==> src/common/mbs_map.vh <==
// Constants for the serial-link function handler: function codes, exception codes,
// coil and holding register layout, frame lengths and the CRC-16 generator.
// Included by the handler; holds definitions only.
`ifndef MBS_MAP_VH
`define MBS_MAP_VH

// Function codes handled here, and the exception marker added to a failed one.
`define MBS_FN_READ_COILS 8'h01
`define MBS_FN_READ_REGS 8'h03
`define MBS_FN_WRITE_COIL 8'h05
`define MBS_FN_EXC_FLAG 8'h80

// Exception codes.
`define MBS_EXC_BAD_FUNC 8'h01
`define MBS_EXC_BAD_ADDR 8'h02
`define MBS_EXC_BAD_DATA 8'h03

// Broadcast slave address.
`define MBS_BCAST_ADDR 8'h00

// Coils: numbers 1..86, link addresses 0..85.
`define MBS_COIL_COUNT 7'h56
`define MBS_COIL_COUNT_W 17'h00056
`define MBS_COIL_READ_MAX 16'h001E
`define MBS_COIL_ON_DATA 16'hFF00
`define MBS_COIL_OFF_DATA 16'h0000
`define MBS_COIL_RESET 86'h0

// Holding register numbers (link address is one less).
`define MBS_REG_TRIP_CAUSE 17'h00012
`define MBS_REG_TRIP_STATE 17'h00013
`define MBS_REG_TRIP_FREQ_HI 17'h00014
`define MBS_REG_TRIP_FREQ_LO 17'h00015
`define MBS_REG_TRIP_CURRENT 17'h00016
`define MBS_REG_TRIP_DC_BUS 17'h00017
`define MBS_REG_READ_MAX 16'h0006

// Every query handled here is exactly eight bytes long.
`define MBS_QUERY_LEN 4'h8

// CRC-16, generator x16+x15+x2+1 in reflected form, preset to all ones.
`define MBS_CRC_INIT 16'hFFFF
`define MBS_CRC_POLY 16'hA001

`endif

==> src/logic/mbs_func.v <==
// Function handler of a serial-link slave: read coils, read holding registers,
// write single coil, with CRC-16 check on queries and CRC-16 generation on replies.
// Assumes a byte receiver on the same clock that delivers query bytes and marks the
// end of a frame after the silent interval, and a byte transmitter with a ready input.
//
// Behaviour
// - Function 01h returns on/off states of the requested consecutive coils.
// - Coil read of zero or 31 or more coils answers exception 03h.
// - Read replies carry a byte count, that many data bytes, then CRC.
// - Coil link addresses are zero based; coils 1-86 travel as 0-85.
// - Coil data packs the first requested coil into the least significant bit.
// - Requested coils beyond the defined range read back as 0.
// - Function 03h returns the requested count of consecutive holding registers.
// - Each register returns two bytes, high first; byte count is twice count.
// - Register link addresses are one less than the register number.
// - Broadcast coil reads and register reads are never answered.
// - Function 05h sets the coil on FF00h and clears it on 0000h.
// - Broadcast single coil writes act without any reply frame.
// - Coil read query order: address, function, start, count, CRC.
// - Register read reply order: address, function, byte count, data, CRC.
// - A successful single coil write is answered by echoing the query.
// - Failed queries answer function plus 80h followed by an exception code.
// - Every frame ends with CRC-16 over x16+x15+x2+1.
`timescale 1ns/10ps
`include "mbs_map.vh"

module mbs_func (
    input wire mclk_in,
    input wire rst_in,
    input wire [7:0] station_addr_in,
    input wire [7:0] rx_byte_in,
    input wire rx_valid_in,
    input wire rx_end_in,
    input wire tx_ready_in,
    input wire [15:0] trip_cause_code_in,
    input wire [15:0] trip_drive_state_in,
    input wire [15:0] trip_frequency_high_in,
    input wire [15:0] trip_frequency_low_in,
    input wire [15:0] trip_output_current_in,
    input wire [15:0] trip_dc_bus_voltage_in,
    output reg [7:0] tx_byte_out,
    output reg tx_valid_out,
    output reg busy_out,
    output reg [85:0] coil_state_out,
    output reg coil_write_out
);

    // Sequencer states: wait for a frame, decode it, load a reply byte, hand it over.
    localparam ST_IDLE = 2'b00;
    localparam ST_EXEC = 2'b01;
    localparam ST_LOAD = 2'b10;
    localparam ST_SEND = 2'b11;

    // Reply shapes, fixed when the query is decoded.
    localparam KIND_ECHO = 2'b00;
    localparam KIND_EXC = 2'b01;
    localparam KIND_COILS = 2'b10;
    localparam KIND_REGS = 2'b11;

    // The query stays in rx_buf until the reply is done, so an echo needs no copy.
    reg [1:0] state;
    reg [1:0] kind;
    reg [7:0] rx_buf [0:7];
    reg [3:0] rx_cnt;
    reg [15:0] rx_crc;
    reg [7:0] exc_code;
    reg [4:0] tx_len;
    reg [4:0] tx_idx;
    reg [15:0] tx_crc;
    reg [7:0] resp_byte;
    reg [15:0] reg_word;

    // One byte step of the reflected CRC-16.
    function [15:0] mbs_crc;
        input [15:0] crc;
        input [7:0] data;
        integer i;
        reg [15:0] r;
        begin
            r = crc ^ {8'h00, data};
            for (i = 0; i < 8; i = i + 1) begin
                r = r[0] ? ((r >> 1) ^ `MBS_CRC_POLY) : (r >> 1);
            end
            mbs_crc = r;
        end
    endfunction

    // Query fields in their fixed positions within the eight byte frame.
    wire [7:0] q_addr = rx_buf[0];
    wire [7:0] q_func = rx_buf[1];
    wire [15:0] q_start = {rx_buf[2], rx_buf[3]};
    wire [15:0] q_val = {rx_buf[4], rx_buf[5]};
    wire q_bcast = (q_addr == `MBS_BCAST_ADDR);
    wire [16:0] q_end = {1'b0, q_start} + {1'b0, q_val};
    wire [16:0] q_first_reg = {1'b0, q_start} + 17'h00001;
    wire [7:0] coil_bytes = ({3'b000, q_val[4:0]} + 8'h07) >> 3;
    wire [7:0] reg_bytes = {q_val[6:0], 1'b0};

    // Residual of the CRC run over data and both check bytes is zero on a good frame.
    wire frame_ok = (rx_cnt == `MBS_QUERY_LEN) && (rx_crc == 16'h0000);
    wire for_us = (q_addr == station_addr_in) || q_bcast;

    // Reply byte at the current index; the two check bytes close every reply.
    wire [4:0] data_idx = tx_idx - 5'h03;
    wire [16:0] reg_num = q_first_reg + {13'h0000, data_idx[4:1]};

    // Holding register picked by the reply index; unmapped numbers read as zero.
    always @* begin
        case (reg_num)
            `MBS_REG_TRIP_CAUSE: reg_word = trip_cause_code_in;
            `MBS_REG_TRIP_STATE: reg_word = trip_drive_state_in;
            `MBS_REG_TRIP_FREQ_HI: reg_word = trip_frequency_high_in;
            `MBS_REG_TRIP_FREQ_LO: reg_word = trip_frequency_low_in;
            `MBS_REG_TRIP_CURRENT: reg_word = trip_output_current_in;
            `MBS_REG_TRIP_DC_BUS: reg_word = trip_dc_bus_voltage_in;
            default: reg_word = 16'h0000;
        endcase
    end

    // Coil bits are gathered per bit; index kept only when inside the defined range.
    reg [7:0] coil_byte;
    integer b;
    reg [16:0] off;
    reg [16:0] cidx;
    always @* begin
        coil_byte = 8'h00;
        off = 17'h00000;
        cidx = 17'h00000;
        for (b = 0; b < 8; b = b + 1) begin
            off = {9'h000, data_idx, 3'b000} + b[16:0];
            cidx = {1'b0, q_start} + off;
            if ((off < {1'b0, q_val}) && (cidx < `MBS_COIL_COUNT_W)) begin
                coil_byte[b] = coil_state_out[cidx[6:0]];
            end
        end
    end

    // Reply byte chosen by its index and by the reply shape.
    always @* begin
        if (tx_idx == tx_len) begin
            resp_byte = tx_crc[7:0];
        end else if (tx_idx == tx_len + 5'h01) begin
            resp_byte = tx_crc[15:8];
        end else if (tx_idx == 5'h00) begin
            resp_byte = q_addr;
        end else if (tx_idx == 5'h01) begin
            resp_byte = (kind == KIND_EXC) ? (q_func | `MBS_FN_EXC_FLAG) : q_func;
        end else begin
            case (kind)
                KIND_ECHO: resp_byte = rx_buf[tx_idx[2:0]];
                KIND_EXC: resp_byte = exc_code;
                KIND_COILS: resp_byte = (tx_idx == 5'h02) ? coil_bytes : coil_byte;
                KIND_REGS: begin
                    if (tx_idx == 5'h02) begin
                        resp_byte = reg_bytes;
                    end else begin
                        resp_byte = data_idx[0] ? reg_word[7:0] : reg_word[15:8];
                    end
                end
                default: resp_byte = 8'h00;
            endcase
        end
    end

    // Query capture while idle; bytes past the eighth only mark the frame as too long.
    always @(posedge mclk_in) begin
        if (rst_in) begin
            rx_cnt <= 4'h0;
            rx_crc <= `MBS_CRC_INIT;
        end else if (state != ST_IDLE || rx_end_in) begin
            rx_cnt <= 4'h0;
            rx_crc <= `MBS_CRC_INIT;
        end else if (rx_valid_in) begin
            if (rx_cnt <= `MBS_QUERY_LEN) begin
                rx_cnt <= rx_cnt + 4'h1;
            end
            rx_crc <= mbs_crc(rx_crc, rx_byte_in);
        end
    end

    // Buffer entries are written by index; later bytes never overwrite the frame.
    genvar g;
    generate
        for (g = 0; g < 8; g = g + 1) begin : gen_buf
            always @(posedge mclk_in) begin
                if (rst_in) begin
                    rx_buf[g] <= 8'h00;
                end else if (state == ST_IDLE && rx_valid_in && !rx_end_in &&
                             rx_cnt == g) begin
                    rx_buf[g] <= rx_byte_in;
                end
            end
        end
    endgenerate

    // Command sequencer: decide, act on coils, then stream the reply byte by byte.
    // The receiver is deaf while busy, since the link is half duplex.
    always @(posedge mclk_in) begin
        if (rst_in) begin
            state <= ST_IDLE;
            kind <= KIND_ECHO;
            exc_code <= 8'h00;
            tx_len <= 5'h00;
            tx_idx <= 5'h00;
            tx_crc <= `MBS_CRC_INIT;
            tx_byte_out <= 8'h00;
            tx_valid_out <= 1'b0;
            busy_out <= 1'b0;
            coil_state_out <= `MBS_COIL_RESET;
            coil_write_out <= 1'b0;
        end else begin
            coil_write_out <= 1'b0;
            case (state)
                ST_IDLE: begin
                    if (rx_end_in && frame_ok && for_us) begin
                        state <= ST_EXEC;
                        busy_out <= 1'b1;
                    end
                end
                ST_EXEC: begin
                    tx_idx <= 5'h00;
                    tx_crc <= `MBS_CRC_INIT;
                    state <= q_bcast ? ST_IDLE : ST_LOAD;
                    busy_out <= !q_bcast;
                    case (q_func)
                        `MBS_FN_READ_COILS: begin
                            if (q_val == 16'h0000 || q_val > `MBS_COIL_READ_MAX) begin
                                kind <= KIND_EXC;
                                exc_code <= `MBS_EXC_BAD_DATA;
                                tx_len <= 5'h03;
                            end else begin
                                kind <= KIND_COILS;
                                tx_len <= 5'h03 + coil_bytes[4:0];
                            end
                        end
                        `MBS_FN_READ_REGS: begin
                            tx_len <= 5'h03;
                            kind <= KIND_EXC;
                            if (q_val == 16'h0000 || q_val > `MBS_REG_READ_MAX) begin
                                exc_code <= `MBS_EXC_BAD_DATA;
                            end else if (q_first_reg < `MBS_REG_TRIP_CAUSE ||
                                         q_end > `MBS_REG_TRIP_DC_BUS) begin
                                exc_code <= `MBS_EXC_BAD_ADDR;
                            end else begin
                                kind <= KIND_REGS;
                                tx_len <= 5'h03 + reg_bytes[4:0];
                            end
                        end
                        `MBS_FN_WRITE_COIL: begin
                            kind <= KIND_EXC;
                            tx_len <= 5'h03;
                            if ({1'b0, q_start} >= `MBS_COIL_COUNT_W) begin
                                exc_code <= `MBS_EXC_BAD_ADDR;
                            end else if (q_val == `MBS_COIL_ON_DATA ||
                                         q_val == `MBS_COIL_OFF_DATA) begin
                                coil_state_out[q_start[6:0]] <= q_val[15];
                                coil_write_out <= 1'b1;
                                kind <= KIND_ECHO;
                                tx_len <= 5'h06;
                            end else begin
                                exc_code <= `MBS_EXC_BAD_DATA;
                            end
                        end
                        default: begin
                            kind <= KIND_EXC;
                            exc_code <= `MBS_EXC_BAD_FUNC;
                            tx_len <= 5'h03;
                        end
                    endcase
                end
                ST_LOAD: begin
                    tx_byte_out <= resp_byte;
                    tx_valid_out <= 1'b1;
                    state <= ST_SEND;
                end
                ST_SEND: begin
                    if (tx_ready_in) begin
                        tx_valid_out <= 1'b0;
                        if (tx_idx < tx_len) begin
                            tx_crc <= mbs_crc(tx_crc, tx_byte_out);
                        end
                        if (tx_idx == tx_len + 5'h01) begin
                            state <= ST_IDLE;
                            busy_out <= 1'b0;
                        end else begin
                            tx_idx <= tx_idx + 5'h01;
                            state <= ST_LOAD;
                        end
                    end
                end
                default: begin
                    state <= ST_IDLE;
                    busy_out <= 1'b0;
                end
            endcase
        end
    end

endmodule

==> config.mk <==
export PLATFORM = sky130hd
export DESIGN_NAME = mbs_func
export DESIGN_NICKNAME = d
export VERILOG_FILES = /design/src/logic/mbs_func.v
export VERILOG_INCLUDE_DIRS = /design/src /design/src/common
export SDC_FILE = /design/constraint.sdc
export NUM_CORES = 1
export LEC_CHECK = 0
export ABC_CLOCK_PERIOD_IN_PS = 6550
export BUFFER_PORTS_ARGS = -buffer_cell sky130_fd_sc_hd__buf_2
export CAP_MARGIN = 0
export CORE_ASPECT_RATIO = 0.5
export CORE_MARGIN = 3
export CORE_UTILIZATION = 50
export CTS_CLUSTER_DIAMETER = 150
export DETAILED_ROUTE_END_ITERATION = 6
export GPL_TIMING_DRIVEN = 0
export PLACE_DENSITY = 0.72
export SLEW_MARGIN = 15
export SYNTH_ARGS = -nofsm -noshare
export SYNTH_HDL_FRONTEND = slang
export SYNTH_SLANG_ARGS = --single-unit
==> constraint.sdc <==
create_clock -name mclk_in -period 6.55 [get_ports mclk_in]
set_input_delay 1.965 -clock mclk_in [delete_from_list [all_inputs] [get_ports mclk_in]]
set_output_delay 1.965 -clock mclk_in [all_outputs]
set_load 0.02 [all_outputs]
After elaboration in Yosys (flattened, before gate mapping):

Memories as Yosys holds them, arrays and structs flattened. A register that Yosys moved wholly into a read port is not among the register bits.
Index checks and enable logic that the tools add are counted.
Widths: inputs -> output; s select.

* ROM bits: 0
* latch bits: 0
* memories kept: 1
* RAM bits: 64
* bits in registers: 155

* add/subtract/negate cells: 25
* shifts and indexed selects: 0
* reductions and logical operators: 51
* divide/modulo/power cells: 0
* equal/unequal tests: 37
* magnitude comparators: 33
* multiplexer cells: 125
* $mul: 0
* bitwise gates (word level): 29

Memory list
* rx_buf: depth 8, bits a word 8, rd ports 7, clocked after memory_dff 1, write ports 8, RTL line mbs_func.v:63 `reg [7:0] rx_buf [0:7];`

Operators with widths (count)
* $mux 16: 18
* $mux 8: 21
* $lt 17x7->1 const B: 8
* $add 16x9->17: 7
* $lt 9x16->1: 7
* $eq 17x5->1 const B: 6
* $pmux 16 s6: 1
* $bwmux 86: 1
* $lt 7x8->1 const B: 9
* $bmux 1 s7: 8
* $mux 1: 50
* $not 2->3: 16
* $add 8x3->9 const B: 4
* $logic_not 16->1: 2
* $pmux 16 s2: 1
* $pmux 8 s4: 1
* $xor 16x8->16: 2
* $pmux 8 s3: 1
* $logic_and 1x1->1: 22
* $mux 5: 4
* $add 8x2->9 const B: 2
* $add 16x1->17 const B: 1
* $add 16x16->17: 1
* $add 16x8->17: 1
* other kinds (59): 106

Longest topological paths before layout:

* depth after elaboration: 20
* gate-level depth with buffers: 24

Least setup slack after synthesis:

No wires, ideal clock.

* path kind: reg-to-reg
* from: mem rx_buf[3][0]
* to: reg tx_byte_out[7]
* library setup time: 0.096 ns
* slack: 0.233 ns
* buffers on the path: 8
* stages on the path, launching flop included: 23
* arrival: 6.221 ns
* data required time: 6.454 ns
* clock period less this slack: 6.317 ns
* cell sequence: edfxtp_1 > buf_2 > buf_4 > buf_2 > buf_2 > buf_2 > inv_1 > ha_1 > buf_2 > clkbuf_1 > clkbuf_1 > inv_1 > fa_1 > nor2b_1 > o21ai_1 > a2111oi_2 > xnor2_1 > nand4_1 > a211o_1 > nor4_2 > a222oi_1 > and2_1 > o41ai_2

RTL lines
* from (decl): RTL line mbs_func.v:63
* to (signal assigned): RTL line mbs_func.v:272 `tx_byte_out <= resp_byte;`
* to (decl): RTL line mbs_func.v:41 `output reg [7:0] tx_byte_out,`

==> impl_metrics.py <==
metrics = {
    "status": {
        "outcome": "completed",
    },
    "sta": {
        "timing.final.max_slew_violations": 0,
        "hold_viol_final": 0,
        "rsz0062_at_grt": "no",
        "final.hold.worst_slack_ps": 452.0,
        "finalWorstPathRequiredPeriod_ps": 6254,
        "tightestPinTransition_ps": 1173,
        "achievable-frequency_mhz": 159.9,
        "final.setup_skew_ps": 13.42,
        "setup-violations-final": 0,
        "period_share": 0.9548,
        "max_slew_margin": 0.2182,
    },
    "routing": {
        "first_iter_violations": 3018,
        "routed-via-count": 19420,
        "post-route-drc-count": 0,
        "detailedRoute.firstPassIterationCount": 6,
        "drt-total-wl_um": 77040,
        "post_drt_via_cell_ratio": 6.711,
        "route.detailed.wl_per_inst_um": 26.63,
        "drt.antenna.violating_nets": 0,
    },
    "cells_and_area": {
        "area_growth_pct": 13.26,
        "multi_input_comb_area_sq_um": 13530,
        "mostFrequentLayoutCells": "sky130_fd_sc_hd__buf_2 (228), sky130_fd_sc_hd__nor2_1 (227), sky130_fd_sc_hd__nand2_1 (209)",
        "layout.filler_cells": 3408,
        "area.sequential_sq_um": 4965,
        "diodes": 0,
        "most_common_cell_after_layout_fill_and_taps_aside": "sky130_fd_sc_hd__buf_2",
        "fin_area_sq_um": 21800,
        "drive_gt1_frac": 0.2078,
        "finish.utilization": 0.5788,
        "finalNetCount": 2537,
    },
    "setup_path": {
        "worstSetupStartpointType": "register",
        "cpMaxStageDelayCell": "sky130_fd_sc_hd__fa_2",
        "timing.rr.start": "rx_buf[3][1]$_SDFFCE_PN0P_",
        "crit_chain": "clkbuf_4 -> buf_4 -> inv_1 -> ha_1 -> buf_6 -> clkbuf_8 -> clkbuf_4 -> inv_1 -> fa_2 -> nor2b_1 -> o21ai_1 -> a2111oi_4 -> xnor2_1 -> nand4_1 -> a211o_1 -> buf_6 -> nor4_4 -> buf_4 -> a221oi_1 -> a211oi_1 -> o211a_1",
        "timing.reg2reg.setup_slack_ps": 300,
        "cp_max_fo": 10,
        "timing.rr.end": "tx_byte_out[2]$_SDFFE_PP0P_",
        "critPathRequiredTime_ps": 7030,
        "number_of_buffer_and_inverter_stages_on_the_critical_path": 9,
        "cp_top_family": "buffers and inverters",
        "cp_endpoint_kind": "register",
        "max_stage_delay_ps": 510,
        "r2r.worst_path.cells": 21,
        "path_class": "reg -> reg",
        "arrival_ps": 6730,
    },
    "global_route": {
        "grt_first_pass_wirelength_um": 114500,
        "globalRouteTotalUtil": 0.3638,
        "first_global_vias": 17750,
        "grt_antenna_before_repair": 2,
        "grt.overflow.total": 0,
        "grt_max_degree": 29,
    },
    "logic_synthesis": {
        "synth.lib_cells_used.distinct": 99,
        "synth_cells": 2121,
        "yosys_most_used_dff": "sky130_fd_sc_hd__dfxtp_1",
        "synth.net_count": 2299,
        "synth_seq_cells": 216,
        "synth_edf_count": 64,
        "synth-seq-area-share": 0.2580,
        "cell_area_after_synthesis_sq_um": 19240,
        "ys_async_sr_fraction": 0,
        "synth.avg_cell_area_sq_um": 9.073,
        "yosysWarningCount": 0,
    },
    "floorplanning": {
        "floorplan_die_area_sq_um": 41020,
        "std_cell_rows": 50,
        "floorplan.initialDensity": 0.5110,
        "die_height_um": 144.7,
        "placeableCoreArea_sq_um": 37660,
        "chipWidth_um": 283.5,
        "io_pins": 214,
    },
    "hold_path": {
        "whs_path_depth": 2,
        "timing.hold.worst_endpoint": "tx_valid_out$_SDFFE_PP0P_",
        "worstHoldPathType": "reg -> reg",
        "hold_start": "tx_valid_out$_SDFFE_PP0P_",
    },
    "place": {
        "portBuffers": 212,
        "post-dp-hpwl_um": 59920,
        "globalplace.congestion": 1.038,
        "placement.cell_area_sq_um": 20980,
    },
    "power_and_ir_drop": {
        "cellPowerDensity_nw_per_um2": 148.4,
        "leakage_power_nw": 8.214,
        "vdd_drop_max_mv": 0.1306,
    },
    "clock_tree": {
        "clkSlewWorstSetupHoldPaths_ps": 70,
        "max_clock_buf_depth": 3,
        "numCtsBuffers": 21,
        "cts.sinks": 216,
        "clock_network_latency_to_the_later_pin_of_the_worst_skew_pair_ps": 530,
        "cts_root_buffer": "sky130_fd_sc_hd__clkbuf_16",
        "htree_num_levels": 1,
        "tritoncts": "done",
    },
    "flow_run": {
        "cap_viol_max_count": 0,
    },
}
repair_timing:
| action | in CTS | in global routing |
|---|---|---|
| endpoints found under the setup margin | 10 | 8 |
| hold buffers | 0 | 0 |
| resized for setup | 17 | 4 |
| buffers inserted | 2 | 4 |
| pin swaps | 1 | 0 |
power by group:
part / switching (W) / internal, W
Sequential: 0.0000370 / 0.00140
Clock: 0.000551 / 0.000706
Combinational: 0.000342 / 0.000200
Total: 0.000931 / 0.00230
final cells by class:
cell class,count,area share
Clock buffer,28,0.02669
Tap cell,520,0.02985
Multi-Input combinational cell,1714,0.6208
Timing Repair Buffer,219,0.05126
Buffer,144,0.03140
Inverter,43,0.007577
Sequential cell,216,0.2278
Clock inverter,9,0.004650
worst reg2reg max path, stage by stage (launching register included):
cell,delay [ps]
sky130_fd_sc_hd__edfxtp_1,460
sky130_fd_sc_hd__clkbuf_4,290
sky130_fd_sc_hd__buf_4,270
sky130_fd_sc_hd__inv_1,180
sky130_fd_sc_hd__ha_1,390
sky130_fd_sc_hd__buf_6,230
sky130_fd_sc_hd__clkbuf_8,260
sky130_fd_sc_hd__clkbuf_4,300
sky130_fd_sc_hd__inv_1,240
sky130_fd_sc_hd__fa_2,510
sky130_fd_sc_hd__nor2b_1,200
sky130_fd_sc_hd__o21ai_1,180
sky130_fd_sc_hd__a2111oi_4,490
sky130_fd_sc_hd__xnor2_1,170
sky130_fd_sc_hd__nand4_1,100
sky130_fd_sc_hd__a211o_1,420
sky130_fd_sc_hd__buf_6,210
sky130_fd_sc_hd__nor4_4,420
sky130_fd_sc_hd__buf_4,290
sky130_fd_sc_hd__a221oi_1,110
sky130_fd_sc_hd__a211oi_1,300
sky130_fd_sc_hd__o211a_1,180
registers in the layout, summed over array words and instances (netlist names), 4 cells and up, named ones only:
| register | flops |
|---|---|
| rx_cnt | 4 |
| tx_idx | 5 |
| rx_buf | 64 |
| rx_crc | 16 |
| tx_crc | 16 |
| coil_state_out | 86 |
| tx_len | 5 |
| tx_byte_out | 8 |
stage by stage:
stage	setup TNS [ps]	power, W	worst slack, ps	instances
final	0	0.003234	295.8	2893
after global routing	0	0.003322	99.16	2893
after CTS	0	0.003221	77.32	2890
after detailed placement	-18330	0.001980	-2406	2854
after global placement	-18680	0.001976	-2453	2853
after floorplan	0	0.001784	233.0	2121
worst max path at each step:
stage,start,endpoint,slack (ps),depth (start not counted)
5_1_grt,rx_buf[3][1]$_SDFFCE_PN0P_,tx_byte_out[7]$_SDFFE_PP0P_,100,21
3_5_place_dp,rx_buf[3][0]$_SDFFCE_PN0P_,tx_byte_out[7]$_SDFFE_PP0P_,-2410,22
2_1_floorplan,rx_buf[3][0]$_SDFFCE_PN0P_,tx_byte_out[7]$_SDFFE_PP0P_,230,22
3_3_place_gp,rx_buf[3][0]$_SDFFCE_PN0P_,tx_byte_out[7]$_SDFFE_PP0P_,-2450,22
6_report,rx_buf[3][1]$_SDFFCE_PN0P_,tx_byte_out[2]$_SDFFE_PP0P_,300,21
4_1_cts,rx_buf[3][0]$_SDFFCE_PN0P_,tx_byte_out[1]$_SDFFE_PP0P_,80,22
cell usage after synthesis (7+ instances only):
library cell	n	area [sq um]
sky130_fd_sc_hd__nor3_1	49	245.2
sky130_fd_sc_hd__a21oi_1	106	530.5
sky130_fd_sc_hd__ha_1	57	713.2
sky130_fd_sc_hd__xnor2_1	94	823.3
sky130_fd_sc_hd__nor4_1	24	150.1
sky130_fd_sc_hd__buf_4	11	82.58
sky130_fd_sc_hd__mux2i_1	128	1281
sky130_fd_sc_hd__o22ai_1	17	106.4
sky130_fd_sc_hd__inv_1	40	150.1
sky130_fd_sc_hd__nor2b_1	22	137.6
sky130_fd_sc_hd__dfxtp_1	152	3043
sky130_fd_sc_hd__o21bai_1	24	180.2
sky130_fd_sc_hd__and2_1	78	488.0
sky130_fd_sc_hd__a211oi_1	28	210.2
sky130_fd_sc_hd__or2_2	7	43.79
sky130_fd_sc_hd__clkbuf_1	92	345.3
sky130_fd_sc_hd__nor4b_1	8	70.07
sky130_fd_sc_hd__a21boi_0	8	60.06
sky130_fd_sc_hd__buf_1	19	71.32
sky130_fd_sc_hd__a31oi_1	9	56.30
sky130_fd_sc_hd__or4_1	7	52.55
sky130_fd_sc_hd__o31ai_1	9	67.56
sky130_fd_sc_hd__nand3b_1	8	60.06
sky130_fd_sc_hd__o21a_1	13	97.59
sky130_fd_sc_hd__nand4_1	48	300.3
sky130_fd_sc_hd__nand3_1	45	225.2
sky130_fd_sc_hd__and3_1	12	75.07
sky130_fd_sc_hd__edfxtp_1	64	1922
sky130_fd_sc_hd__o211ai_1	8	60.06
sky130_fd_sc_hd__o21ai_0	83	415.4
sky130_fd_sc_hd__nor2_1	227	852.1
sky130_fd_sc_hd__a221oi_1	8	70.07
sky130_fd_sc_hd__and4_1	9	78.83
sky130_fd_sc_hd__a222oi_1	14	140.1
sky130_fd_sc_hd__buf_2	22	110.1
sky130_fd_sc_hd__mux4_2	130	2928
sky130_fd_sc_hd__mux2_2	25	281.5
sky130_fd_sc_hd__nand2b_1	15	93.84
sky130_fd_sc_hd__xor2_1	45	394.1
sky130_fd_sc_hd__nand2_1	209	784.5
sky130_fd_sc_hd__o221ai_1	9	78.83
logic make-up after synthesis:
| kind of cell | synth area share |
|---|---|
| muxes | 0.2333 |
| adders and majority gates | 0.04122 |
| AOI/OAI and AO/OA | 0.1435 |
| DFF | 0.2580 |
| and+or+nand+nor | 0.2169 |
| xor gates and xnor gates | 0.06469 |
| buffers and inverters | 0.04239 |
layer usage:
| metal | share of wire | up-vias | GRT usage | routed length [um] |
|---|---|---|---|---|
| met5 | 0.00031 | - | 0 | 24 |
| met4 | 0.039 | 4 | 0.1197 | 2973 |
| met3 | 0.12 | 212 | 0.07387 | 9239 |
| met2 | 0.43 | 1335 | 0.5560 | 33050 |
| met1 | 0.41 | 9438 | 0.5199 | 31750 |
| li1 | - | 8427 | - | - |
Power figures use the tool's default switching activity.
